$ cat src/rtl/pdo_pkg.sv
// Purpose: shared constants and helpers for the pwm dim and override controller
// Assumes: 100 MHz pclk, registers reached over apb, one 32-bit word per register
// Notes: percent values are 7 bits wide, 0 to 100
package pdo_pkg;
    // timing
    localparam int unsigned CLK_HZ = 100_000_000;
    localparam int unsigned CLK_PERIOD_NS = 10;
    localparam int unsigned MS_TICK_NS = 1_000_000;
    localparam int unsigned MS_TICK_CYCLES = MS_TICK_NS / CLK_PERIOD_NS;
    localparam int unsigned BLINK_HALF_MS = 500;
    localparam logic [26:0] ACC_WRAP = 27'h5f5e100;
    localparam logic [26:0] DUTY_STEP = 27'h00f4240;
    // register offsets
    localparam logic [7:0] OFF_DIM = 8'h00;
    localparam logic [7:0] OFF_BLINK = 8'h04;
    localparam logic [7:0] OFF_CURVE = 8'h08;
    localparam logic [7:0] OFF_RAMP = 8'h0c;
    localparam logic [7:0] OFF_FREQ = 8'h10;
    localparam logic [7:0] OFF_MIX = 8'h14;
    localparam logic [7:0] OFF_AUXMODE = 8'h18;
    localparam logic [7:0] OFF_DIRECT0 = 8'h20;
    localparam logic [7:0] OFF_SCALED0 = 8'h30;
    localparam logic [7:0] OFF_STATUS = 8'h40;
    // values
    localparam logic [6:0] PCT_MAX = 7'h64;
    localparam logic [6:0] PCT_RELEASE = 7'h66;
    localparam logic [11:0] FREQ_MIN = 12'h064;
    localparam logic [11:0] FREQ_MAX = 12'hfa0;
    localparam logic [11:0] FREQ_SYNC = 12'h376;
    localparam logic [6:0] RST_DIM = 7'h00;
    localparam logic [6:0] RST_RAMP = 7'h32;
    localparam logic [11:0] RST_FREQ = 12'h376;
    localparam logic [6:0] RST_MIX = 7'h32;
    localparam logic [20:0] RST_OVR_VAL = {7'h32, 7'h32, 7'h00};
    localparam logic [15:0] RST_STATUS = 16'h0000;
    localparam int unsigned STAT_DIRECT_POS = 4;

    typedef enum logic [1:0] {
        PDO_AUX_DIM = 2'b00,
        PDO_AUX_OCC = 2'b01,
        PDO_AUX_CT_TUNE = 2'b10,
        PDO_AUX_CT_SEL = 2'b11
    } pdo_aux_e;

    // percent times percent, back to percent
    function automatic logic [6:0] mul_pct(input logic [6:0] a, input logic [6:0] b);
        logic [13:0] p;
        p = 14'(a) * 14'(b);
        return 7'(p / 14'd100);
    endfunction : mul_pct
endpackage : pdo_pkg

$ cat src/rtl/pdo_ramp.sv
// Purpose: slews one channel's duty toward its target one percent at a time
// Assumes: ms_tick is a one-cycle pulse every millisecond
// Notes: a step every ramp_setting ms, so a full 100 percent ramp takes ramp_setting x 0.1 s
`timescale 1ns/1ps
module pdo_ramp (
    input wire logic pclk,
    input wire logic presetn,
    input wire logic ms_tick,
    input wire logic [6:0] ramp_setting,
    input wire logic immediate,
    input wire logic [6:0] target,
    output logic [6:0] level
);
    logic [6:0] level_r, level_nxt;
    logic [6:0] cnt_r, cnt_nxt;

    // step timing, one step per ramp_setting ms whatever the distance
    always_comb begin
        level_nxt = level_r;
        cnt_nxt = cnt_r;
        if (immediate || ramp_setting == 7'h00) begin
            level_nxt = target;
            cnt_nxt = 7'h00;
        end else if (level_r == target) begin
            cnt_nxt = 7'h00;
        end else if (ms_tick) begin
            if (cnt_r + 7'h01 >= ramp_setting) begin
                cnt_nxt = 7'h00;
                level_nxt = (level_r < target) ? level_r + 7'h01 : level_r - 7'h01;
            end else begin
                cnt_nxt = cnt_r + 7'h01;
            end
        end
    end

    always_ff @(posedge pclk or negedge presetn) begin
        if (!presetn) begin
            level_r <= 7'h00;
            cnt_r <= 7'h00;
        end else begin
            level_r <= level_nxt;
            cnt_r <= cnt_nxt;
        end
    end

    assign level = level_r;
endmodule : pdo_ramp

$ cat src/rtl/pdo_top.sv
// Purpose: three-channel pwm stage with dim, blink, curve, ramp and per-channel overrides
// Assumes: apb slave, zero wait states; dim, aux and loop inputs already in percent
// Notes: out-of-range writes are ignored and leave the setting unchanged
`timescale 1ns/1ps
module pdo_top #(
    parameter int unsigned TICK_CYCLES = pdo_pkg::MS_TICK_CYCLES
) (
    input wire logic pclk,
    input wire logic presetn,
    input wire logic psel,
    input wire logic penable,
    input wire logic pwrite,
    input wire logic [7:0] paddr,
    input wire logic [31:0] pwdata,
    output logic [31:0] prdata,
    output logic pready,
    output logic pslverr,
    input wire logic [6:0] loop_duty,
    input wire logic [6:0] dim_in_pct,
    input wire logic [6:0] aux_in_pct,
    input wire logic sync_in,
    output logic [2:0] pwm_out
);
    // settings
    logic [6:0] dim_r, dim_nxt;
    logic blink_r, blink_nxt;
    logic curve_r, curve_nxt;
    logic [6:0] ramp_r, ramp_nxt;
    logic [11:0] freq_r, freq_nxt;
    logic [6:0] mix_r, mix_nxt;
    pdo_pkg::pdo_aux_e aux_r, aux_nxt;
    logic [6:0] ovr_val_r [3];
    logic [6:0] ovr_val_nxt [3];
    logic [2:0] dir_r, dir_nxt;
    logic [2:0] scl_r, scl_nxt;
    // bus answer
    logic [31:0] prdata_r, prdata_nxt;
    logic pready_r, pready_nxt;
    logic pslverr_r, pslverr_nxt;
    // timing, blink, pwm
    logic [31:0] tick_cnt_r, tick_cnt_nxt;
    logic ms_tick_r, ms_tick_nxt;
    logic [9:0] blink_cnt_r, blink_cnt_nxt;
    logic blink_hi_r, blink_hi_nxt;
    logic [26:0] acc_r, acc_nxt;
    logic sync_d_r, sync_d_nxt;
    logic [2:0] pwm_r, pwm_nxt;
    // combinational
    logic [6:0] tgt [3];
    logic [6:0] level [3];
    logic [6:0] base [3];
    logic [15:0] status;
    logic wr_en, setup;
    logic [6:0] wval;
    logic [1:0] ch_sel;
    logic sync_rise;
    logic [26:0] acc_sum;

    assign setup = psel && !penable;
    assign wr_en = psel && penable && pwrite && pready_r;
    assign wval = (pwdata[31:7] == 25'h0) ? pwdata[6:0] : 7'h7f;
    assign ch_sel = paddr[3:2];
    assign status = {9'h0, dir_r, 1'b0, scl_r};
    assign sync_rise = sync_in && !sync_d_r;

    // is this address one of the three channel slots at base
    function automatic logic is_ch(input logic [7:0] a, input logic [7:0] b);
        return a[7:4] == b[7:4] && a[1:0] == 2'b00 && a[3:2] != 2'b11;
    endfunction : is_ch

    // loop targets, dim curve and override scaling
    always_comb begin
        logic [6:0] lvl;
        lvl = curve_r ? pdo_pkg::mul_pct(dim_r, dim_r) : dim_r;
        base[0] = loop_duty;
        base[1] = mix_r;
        base[2] = pdo_pkg::PCT_MAX - mix_r;
        for (int i = 0; i < 3; i++) begin
            if (dir_r[i]) begin
                tgt[i] = ovr_val_r[i];
            end else if (scl_r[i]) begin
                if (aux_r == pdo_pkg::PDO_AUX_DIM) begin
                    tgt[i] = pdo_pkg::mul_pct(pdo_pkg::mul_pct(ovr_val_r[i], dim_in_pct), aux_in_pct);
                end else begin
                    tgt[i] = ovr_val_r[i];
                end
            end else begin
                tgt[i] = pdo_pkg::mul_pct(base[i], lvl);
            end
        end
    end

    // register writes and bus answer
    always_comb begin
        dim_nxt = dim_r;
        blink_nxt = blink_r;
        curve_nxt = curve_r;
        ramp_nxt = ramp_r;
        freq_nxt = freq_r;
        mix_nxt = mix_r;
        aux_nxt = aux_r;
        dir_nxt = dir_r;
        scl_nxt = scl_r;
        for (int i = 0; i < 3; i++) begin
            ovr_val_nxt[i] = ovr_val_r[i];
        end
        prdata_nxt = 32'h0;
        pready_nxt = setup;
        pslverr_nxt = 1'b0;
        if (wr_en) begin
            case (paddr)
                pdo_pkg::OFF_DIM: if (wval <= pdo_pkg::PCT_MAX) dim_nxt = wval;
                pdo_pkg::OFF_BLINK: if (pwdata[31:1] == 31'h0) blink_nxt = pwdata[0];
                pdo_pkg::OFF_CURVE: if (pwdata[31:1] == 31'h0) curve_nxt = pwdata[0];
                pdo_pkg::OFF_RAMP: if (wval <= pdo_pkg::PCT_MAX) ramp_nxt = wval;
                pdo_pkg::OFF_FREQ: begin
                    if (pwdata >= 32'(pdo_pkg::FREQ_MIN) && pwdata <= 32'(pdo_pkg::FREQ_MAX)) begin
                        freq_nxt = pwdata[11:0];
                    end
                end
                pdo_pkg::OFF_MIX: if (wval <= pdo_pkg::PCT_MAX) mix_nxt = wval;
                pdo_pkg::OFF_AUXMODE: if (pwdata[31:2] == 30'h0) aux_nxt = pdo_pkg::pdo_aux_e'(pwdata[1:0]);
                default: begin
                    if (is_ch(paddr, pdo_pkg::OFF_DIRECT0) || is_ch(paddr, pdo_pkg::OFF_SCALED0)) begin
                        if (wval == pdo_pkg::PCT_RELEASE) begin
                            dir_nxt[ch_sel] = 1'b0;
                            scl_nxt[ch_sel] = 1'b0;
                        end else if (wval <= pdo_pkg::PCT_MAX) begin
                            ovr_val_nxt[ch_sel] = wval;
                            dir_nxt[ch_sel] = paddr[7:4] == pdo_pkg::OFF_DIRECT0[7:4];
                            scl_nxt[ch_sel] = paddr[7:4] == pdo_pkg::OFF_SCALED0[7:4];
                        end
                    end
                end
            endcase
        end
        if (setup) begin
            case (paddr)
                pdo_pkg::OFF_DIM: prdata_nxt = {25'h0, dim_r};
                pdo_pkg::OFF_BLINK: prdata_nxt = {31'h0, blink_r};
                pdo_pkg::OFF_CURVE: prdata_nxt = {31'h0, curve_r};
                pdo_pkg::OFF_RAMP: prdata_nxt = {25'h0, ramp_r};
                pdo_pkg::OFF_FREQ: prdata_nxt = {20'h0, freq_r};
                pdo_pkg::OFF_MIX: prdata_nxt = {25'h0, mix_r};
                pdo_pkg::OFF_AUXMODE: prdata_nxt = {30'h0, aux_r};
                pdo_pkg::OFF_STATUS: prdata_nxt = {16'h0, status};
                default: begin
                    if (is_ch(paddr, pdo_pkg::OFF_DIRECT0) || is_ch(paddr, pdo_pkg::OFF_SCALED0)) begin
                        prdata_nxt = {25'h0, tgt[ch_sel]};
                    end else begin
                        pslverr_nxt = 1'b1;
                    end
                end
            endcase
            if (pwrite && paddr == pdo_pkg::OFF_STATUS) begin
                pslverr_nxt = 1'b1; // read-only word
            end
        end
    end

    // ms tick, blink phase, pwm accumulator with sync
    always_comb begin
        tick_cnt_nxt = tick_cnt_r + 32'h1;
        ms_tick_nxt = 1'b0;
        if (tick_cnt_r >= 32'(TICK_CYCLES - 1)) begin
            tick_cnt_nxt = 32'h0;
            ms_tick_nxt = 1'b1;
        end
        blink_cnt_nxt = blink_cnt_r;
        blink_hi_nxt = blink_hi_r;
        if (!blink_r) begin
            blink_cnt_nxt = 10'h0;
            blink_hi_nxt = 1'b0;
        end else if (ms_tick_r) begin
            if (blink_cnt_r >= 10'(pdo_pkg::BLINK_HALF_MS - 1)) begin
                blink_cnt_nxt = 10'h0;
                blink_hi_nxt = !blink_hi_r;
            end else begin
                blink_cnt_nxt = blink_cnt_r + 10'h1;
            end
        end
        acc_sum = acc_r + 27'(freq_r);
        acc_nxt = (acc_sum >= pdo_pkg::ACC_WRAP) ? acc_sum - pdo_pkg::ACC_WRAP : acc_sum;
        if (sync_rise && freq_r == pdo_pkg::FREQ_SYNC) begin
            acc_nxt = 27'h0;
        end
        sync_d_nxt = sync_in;
        for (int i = 0; i < 3; i++) begin
            if (blink_r) begin
                pwm_nxt[i] = blink_hi_r;
            end else begin
                pwm_nxt[i] = acc_r < 27'(level[i]) * pdo_pkg::DUTY_STEP;
            end
        end
    end

    always_ff @(posedge pclk or negedge presetn) begin
        if (!presetn) begin
            dim_r <= pdo_pkg::RST_DIM;
            blink_r <= 1'b0;
            curve_r <= 1'b0;
            ramp_r <= pdo_pkg::RST_RAMP;
            freq_r <= pdo_pkg::RST_FREQ;
            mix_r <= pdo_pkg::RST_MIX;
            aux_r <= pdo_pkg::PDO_AUX_DIM;
            for (int i = 0; i < 3; i++) begin
                ovr_val_r[i] <= pdo_pkg::RST_OVR_VAL[7*i +: 7];
            end
            dir_r <= pdo_pkg::RST_STATUS[6:4];
            scl_r <= pdo_pkg::RST_STATUS[2:0];
            prdata_r <= 32'h0;
            pready_r <= 1'b0;
            pslverr_r <= 1'b0;
            tick_cnt_r <= 32'h0;
            ms_tick_r <= 1'b0;
            blink_cnt_r <= 10'h0;
            blink_hi_r <= 1'b0;
            acc_r <= 27'h0;
            sync_d_r <= 1'b0;
            pwm_r <= 3'h0;
        end else begin
            dim_r <= dim_nxt;
            blink_r <= blink_nxt;
            curve_r <= curve_nxt;
            ramp_r <= ramp_nxt;
            freq_r <= freq_nxt;
            mix_r <= mix_nxt;
            aux_r <= aux_nxt;
            ovr_val_r <= ovr_val_nxt;
            dir_r <= dir_nxt;
            scl_r <= scl_nxt;
            prdata_r <= prdata_nxt;
            pready_r <= pready_nxt;
            pslverr_r <= pslverr_nxt;
            tick_cnt_r <= tick_cnt_nxt;
            ms_tick_r <= ms_tick_nxt;
            blink_cnt_r <= blink_cnt_nxt;
            blink_hi_r <= blink_hi_nxt;
            acc_r <= acc_nxt;
            sync_d_r <= sync_d_nxt;
            pwm_r <= pwm_nxt;
        end
    end

    // per-channel slew, direct overrides jump at once
    for (genvar g = 0; g < 3; g++) begin : g_ramp
        pdo_ramp u_ramp (
            .pclk(pclk),
            .presetn(presetn),
            .ms_tick(ms_tick_r),
            .ramp_setting(ramp_r),
            .immediate(dir_r[g]),
            .target(tgt[g]),
            .level(level[g])
        );
    end

    assign prdata = prdata_r;
    assign pready = pready_r;
    assign pslverr = pslverr_r;
    assign pwm_out = pwm_r;
endmodule : pdo_top

$ cat config.mk
export PLATFORM = sky130hd
export DESIGN_NAME = pdo_top
export DESIGN_NICKNAME = d
export VERILOG_FILES = /design/src/rtl/pdo_pkg.sv /design/src/rtl/pdo_ramp.sv /design/src/rtl/pdo_top.sv
export SDC_FILE = /design/constraint.sdc
export NUM_CORES = 2
export LEC_CHECK = 0
export BUFFER_PORTS_ARGS = -buffer_cell sky130_fd_sc_hd__buf_2
export CORE_MARGIN = 3
export CORE_UTILIZATION = 41
export CTS_BUF_LIST = sky130_fd_sc_hd__clkbuf_8
export CTS_CLUSTER_DIAMETER = 150
export CTS_CLUSTER_SIZE = 28
export DETAILED_ROUTE_END_ITERATION = 8
export PLACE_DENSITY_LB_ADDON = 0.08
export SYNTH_ARGS = -nofsm -noshare
export SYNTH_HDL_FRONTEND = slang
export SYNTH_SLANG_ARGS = --single-unit
$ cat constraint.sdc
create_clock -name pclk -period 26.9 [get_ports pclk]
set_clock_uncertainty 0.2 [all_clocks]
set_input_delay 2.69 -clock pclk [delete_from_list [all_inputs] [get_ports pclk]]
set_output_delay 2.69 -clock pclk [all_outputs]
set_load 0.02 [all_outputs]
Yosys cells after proc, flatten, opt, wreduce, memory -nomap -nowiden
Index checks and enable logic that the tools add are counted.
Cells by class
  $add $sub $neg: 14
  multiply operators: 13
  divide/modulo/power cells: 10
  $lt $le $gt $ge: 19
  equality and inequality tests: 20
  muxes and demuxes: 72
  bitwise operators: 6
  reductions and logical operators: 53
Operators with widths (number)
  7-bit two-way mux: 42
  14-bit by 7-bit divider with 14-bit output, second input constant: 10
  7-bit by 7-bit multiplier with 14-bit output: 10
  12-bit case mux with 8 select lines: 1
  27-bit < comparator: 3
  7-bit by 14-bit multiplier with 21-bit output, second input constant: 3
  27-bit two-way mux: 2
  7-bit by 1-bit adder with 7-bit output, second input constant: 6
  32-bit by 1-bit adder with 32-bit output, second input constant: 1
  32-bit by 17-bit greater-or-equal comparator with 1-bit output, second input constant: 1
  32-bit by 7-bit greater-or-equal comparator with 1-bit output, second input constant: 1
  32-bit by 12-bit <= comparator with 1-bit output, second input constant: 1
  32-bit two-way mux: 1
  31-bit logical NOT: 1
  30-bit logical NOT: 1
  10-bit two-way mux: 3
  3-bit AND reduction: 10
  27-bit by 12-bit adder with 27-bit output: 1
  27-bit greater-or-equal comparator, second input constant: 1
  27-bit subtractor, second input constant: 1
  25-bit logical NOT: 1
  8-bit by 5-bit == test with 1-bit output, second input constant: 3
  21-bit bitwise mux: 1
  7-bit == test: 3
  43 further kinds: 99
Word-level totals
  register bits after elaboration: 215
  output and inout bits: 37
  word-level logic and storage cells: 235

Logic depth before layout (Yosys ltp)
  depth after elaboration: 13
  gate-level depth with buffers: 91
  mapped depth without buffers: 83

By module
A second synthesis with hierarchy kept.
Unflattened totals
  cells, all modules: 5724
  area, all modules: 45185.8 um2
By module, submodules not included
  pdo_top: instances 1, cells each 5301, area an instance 41267.1 um2
  pdo_ramp: instances 3, cells each 141, area an instance 1306.3 um2

Worst setup path after synthesis
OpenSTA, ideal clock, no wires.
  path kind: input to register
  start: in dim_in_pct[6]
  end: reg g_ramp[2].u_ramp.level_r[6]
  setup time: 132 ps
  arrival time: 21869 ps
  data required time: 26568 ps
  setup slack: 4699 ps
  stages: 83
  path through: clkbuf_1 nand2_1 fa_1 fa_1 inv_1 fa_1 inv_1 fa_1 inv_1 ha_1 a21boi_1 o21ai_1 a21boi_1 o21ai_1 a21boi_1 o21a_1 o21a_1 nor4_1 [47 not listed] nand4b_1 o211ai_1 ha_1 nor2b_1 o21ai_0 a21oi_1 a211o_1 fa_1 a21oi_1 nor2_1 nor2_1 o21bai_1 a21oi_1 xnor2_1 nand2_1 xnor2_1 nand2_1 o21ai_0
Between the ends
  longest elaborated chain between the ends: 13
Ends and longest elaborated chain
  start, declared: RTL line pdo_top.sv:19  | input wire logic [6:0] dim_in_pct,
  7-bit by 7-bit multiplier with 14-bit output (*): RTL line pdo_pkg.sv:48  | p = 14'(a) * 14'(b);
  14-bit by 7-bit divider with 14-bit output (*): RTL line pdo_pkg.sv:49  | return 7'(p / 14'd100);
  7-bit by 7-bit multiplier with 14-bit output (*): RTL line pdo_pkg.sv:48
  14-bit by 7-bit divider with 14-bit output (*): RTL line pdo_pkg.sv:49
  7-bit two-way mux (*): RTL line pdo_top.sv:82  | if (aux_r == pdo_pkg::PDO_AUX_DIM) begin
  7-bit two-way mux (*): RTL line pdo_top.sv:81  | end else if (scl_r[i]) begin
  7-bit two-way mux (*): RTL line pdo_top.sv:79  | if (dir_r[i]) begin
  7-bit < comparator: RTL line pdo_ramp.sv:29  | level_nxt = (level_r < target) ? level_r + 7'h01 : level_r - 7'h01;
  7-bit two-way mux: RTL line pdo_ramp.sv:29
  7-bit two-way mux: RTL line pdo_ramp.sv:27  | if (cnt_r + 7'h01 >= ramp_setting) begin
  7-bit two-way mux: RTL line pdo_ramp.sv:26  | end else if (ms_tick) begin
  7-bit two-way mux: RTL line pdo_ramp.sv:24  | end else if (level_r == target) begin
  7-bit two-way mux: RTL line pdo_ramp.sv:21  | if (immediate || ramp_setting == 7'h00) begin
  end signal, assigned: RTL line pdo_ramp.sv:41  | level_r <= level_nxt;
  end, declared: RTL line pdo_ramp.sv:14  | logic [6:0] level_r, level_nxt;
Mark *: on every way between the ends. The rest lies on a longest branch, timed or not. The select of a mux whose other input is x is not followed.
A chain may end at the register's enable or synchronous reset.

Worst setup path after layout
Ends and elaborated chain as after synthesis.

==> flow_metrics.tcl <==
set metrics [dict create \
    status "completed" \
    critical_path_maximum_fanout 21 \
    cell_leakage_power_nw 22.7 \
    p_per_area_nw_per_um2 11.3 \
    antenna_found_initial 5 \
    dr_total_vias 41200 \
    most_frequent_standard_cell_in_the_layout_excluding_fill_and_tap_cells "sky130_fd_sc_hd__ha_1" \
    final_nets 6692 \
    initial_core_utilization_pct 41.6 \
    synthTopCellsByArea "sky130_fd_sc_hd__ha_1 (16%), sky130_fd_sc_hd__fa_1 (12%), sky130_fd_sc_hd__dfrtp_1 (9.7%)" \
    dr.pass1.iters 6 \
    power.net_switching_mw 0.162 \
    async_flop_share_pct 100 \
    worst-setup-path-type "primary input to register" \
    timing.critical_path.arrival_ns 25.28 \
    clock_latency_ns 0.54 \
    cts_made_buffers 17 \
    core_area_sq_um 110000 \
    synth_seq_area_share_pct 10.8 \
    finish_stage_setup_viols 0 \
    initialDrtViolationCount 2403 \
    drc 0 \
    fillers 11400 \
    final_min_period_over_clock_period_pct 93.3 \
    post_synth_instance_area_sq_um 45600 \
    overflow 0 \
    pin_slew_with_the_least_headroom_to_its_limit_ns 1.16 \
    setup-tns-final_ns 0 \
    clock_power_share_pct 37.6 \
    post-cts-setup-buffers 0 \
    synthAdderAreaFrac_pct 28.7 \
    compound_cell_area_share_of_the_yosys_netlist_pct 23.2 \
    numClockSinks 195 \
    grt_pass1_vias 40200 \
    ff_latch_count_synth 195 \
    p_sw_share_pct 30.0 \
    grt_max_degree 83 \
    route.detailed.vias_per_inst 5.68 \
    layout.cells.most_common_list "sky130_fd_sc_hd__ha_1 (594), sky130_fd_sc_hd__inv_1 (531), sky130_fd_sc_hd__nand2_1 (526), sky130_fd_sc_hd__nor2_1 (436), sky130_fd_sc_hd__a21oi_1 (338)" \
    share_of_cell_area_taken_by_muxes_after_synthesis_pct 2.06 \
    rows 121 \
    tritoncts_clock_tree "yes" \
    wirelength_um 125000 \
    crit_path_most_repeated_cell "sky130_fd_sc_hd__fa_1" \
    layout-drive-gt1-share_pct 6.17 \
    min_period_ns 25.09 \
    place.detailed.hpwl_um 101000 \
    synth_top_family_by_area "adder cells" \
    seq_power_share_pct 56.0 \
    synthXorXnorAreaFrac_pct 6.76 \
    yosys.cell_types.count 132 \
    timing.critical_path.from_type "primary input" \
    grt_pass1_wl_um 210000 \
    path_clk_slew_ns 0.12 \
    syn_to_final_growth_pct 4.68 \
    synth_top_cell_area_share_pct 16.3 \
    yosysWarnings 0 \
    max-cap-violations 0 \
    ant_nets 0 \
    synth.largest_area_cell "sky130_fd_sc_hd__ha_1" \
    setup_repair_after_global_routing_missed_its_margin "no" \
    finalHoldViolations 0 \
    crit_required_ns 27.09 \
    setup.worst_path.end_class "register" \
    cts_root_buffer_type "sky130_fd_sc_hd__clkbuf_8" \
    vdd_ir_drop_max_mv 0.0510 \
    synth_cells 5805 \
    hold_path.class "register to register" \
    synth.avg_cell_area_sq_um 7.85 \
    postLayoutCoreUtil_pct 43.5 \
    ioPinCount 104 \
    die_h_um 339 \
    grt_util_all_layers_pct 21.5 \
    synth_enable_flop_cells 0 \
    power.combinational.fraction_pct 6.4 \
    timing.max_slew.rel_slack_pct 22.4 \
    intPower_mw 0.379 \
    routed_wire_length_per_instance_um 17.3 \
    fmaxAchievable_ghz 0.0399 \
    synth_simple_gate_area_share_pct 22.2 \
    ff_latch_area_sq_um 4900 \
    critical_path_s_largest_stage_delay_ns 0.77 \
    ys.flop_type "sky130_fd_sc_hd__dfrtp_1" \
    io_buffer_count 83 \
    multi_input_comb_area_sq_um 37900 \
    place_congestion 0.859 \
    cp_slowest_cell "sky130_fd_sc_hd__o41ai_1" \
    ctsLongestPathBuffers 2 \
    post_cts_hold_buffer_count 0 \
    die_ar_sq_um 115000 \
    cts.htree.levels 4 \
    regToRegSetupSlack_ns 3.35 \
    timing.final.max_slew_violations 0 \
    dieWidth_um 339 \
]
synth_stat cells, types with 32 or more instances:
| master | instances |
|---|---|
| sky130_fd_sc_hd__nor2b_1 | 73 |
| sky130_fd_sc_hd__and3_1 | 74 |
| sky130_fd_sc_hd__fa_1 | 271 |
| sky130_fd_sc_hd__nand3_1 | 145 |
| sky130_fd_sc_hd__or3_1 | 46 |
| sky130_fd_sc_hd__nand2b_1 | 94 |
| sky130_fd_sc_hd__a21o_1 | 87 |
| sky130_fd_sc_hd__a211oi_1 | 53 |
| sky130_fd_sc_hd__xnor2_1 | 220 |
| sky130_fd_sc_hd__or2_2 | 50 |
| sky130_fd_sc_hd__xor2_1 | 124 |
| sky130_fd_sc_hd__nand2_1 | 526 |
| sky130_fd_sc_hd__mux2i_1 | 44 |
| sky130_fd_sc_hd__nor3_1 | 136 |
| sky130_fd_sc_hd__clkbuf_1 | 158 |
| sky130_fd_sc_hd__a31oi_1 | 77 |
| sky130_fd_sc_hd__a21oi_1 | 338 |
| sky130_fd_sc_hd__nor4_1 | 46 |
| sky130_fd_sc_hd__o211ai_1 | 71 |
| sky130_fd_sc_hd__o21ai_0 | 273 |
| sky130_fd_sc_hd__and2_1 | 272 |
| sky130_fd_sc_hd__nor2_1 | 436 |
| sky130_fd_sc_hd__o21a_1 | 63 |
| sky130_fd_sc_hd__o31ai_1 | 37 |
| sky130_fd_sc_hd__nand4_1 | 40 |
| sky130_fd_sc_hd__o21ai_1 | 39 |
| sky130_fd_sc_hd__ha_1 | 594 |
| sky130_fd_sc_hd__inv_1 | 531 |
| sky130_fd_sc_hd__dfrtp_1 | 176 |
| sky130_fd_sc_hd__mux2_2 | 41 |
| sky130_fd_sc_hd__o22ai_1 | 32 |
metrics by stage:
step                      worst slack, ns  instance area [sq um]  std cells  hold slack [ns]  total power, mW
final                                1.81                  47700       7252            0.296            0.541
after detailed placement             1.29                  47300       7217            0.281            0.343
after CTS                            1.82                  47700       7249            0.305            0.549
after global routing               0.0280                  47700       7249            0.319            0.565
after global placement               1.25                  47300       7217            0.270            0.343
after floorplan                      4.70                  45700       5839            0.255            0.324
logic make-up after synthesis:
kind of cell / count (synthesis)
simple gates: 2027
compound gates: 1520
mux: 88
xor+xnor: 348
fa+ha+maj: 885
other cells: 1
flops: 195
buf+inv: 741
power by group through the flow:
| stage | sequential [mW] | combinational [mW] | clock [mW] |
|---|---|---|---|
| 2_1_floorplan | 0.307 | 0.0169 | 0 |
| 3_3_place_gp | 0.308 | 0.0349 | 0 |
| 3_5_place_dp | 0.308 | 0.0352 | 0 |
| 4_1_cts | 0.303 | 0.0352 | 0.212 |
| 5_1_grt | 0.304 | 0.0390 | 0.222 |
| 6_report | 0.303 | 0.0346 | 0.204 |
registers in the layout, indices dropped and copies added, names as in the netlist, 10 cells and up:
| register | count |
|---|---|
| ovr_val_r | 21 |
| g_ramp.u_ramp.level | 21 |
| prdata | 12 |
| g_ramp.u_ramp.cnt_r | 21 |
| acc_r | 27 |
| freq_r | 12 |
| tick_cnt_r | 32 |
| blink_cnt_r | 10 |
cell type report:
type                    count  area share (%)
multi-input cells        4903            79.5
diodes                      3          0.0157
repair buffers            111            1.33
clock inverters            15           0.373
well taps                1476            3.87
inverters                 532            4.19
flip-flops and latches    195            10.3
clock buffers              17           0.491
critical path: cells and delay by family:
family	cells	cell delay, ns
adder cells (fa/ha/maj)	14	6.05
AND/OR/NAND/NOR	16	3.73
AO/OA/AOI/OAI	36	9.82
buffers and inverters	7	0.63
multiplexers	5	1.85
XOR/XNOR	3	0.48
worst paths after layout:
check / startpoint / end / depth (start not counted)
min reg2reg: tick_cnt_r[0] / tick_cnt_r[0] / 1
min in group asynchronous: presetn / g_ramp[0].u_ramp.level[4] / 1
min: tick_cnt_r[0] / tick_cnt_r[0] / 1
max in group asynchronous: presetn / aux_r[0] / 3
max reg2reg: dim_r[4] / g_ramp[0].u_ramp.level[6] / 78
max: dim_in_pct[6] / g_ramp[2].u_ramp.level[6] / 81
layer usage:
| metal | GRT usage, % | vias up | wire, um |
|---|---|---|---|
| met5 | 0 | - | 27 |
| met4 | 3.00 | 4 | 1180 |
| met3 | 1.71 | 84 | 4300 |
| met2 | 35.6 | 677 | 57500 |
| met1 | 31.1 | 19900 | 62100 |
| li1 | - | 20500 | - |
timing repair:
action                     4_1_cts  5_1_grt
setup endpoints to repair        0        1
hold endpoints to repair         0        0
resized for setup                0        1
Power figures use the tool's default switching activity.
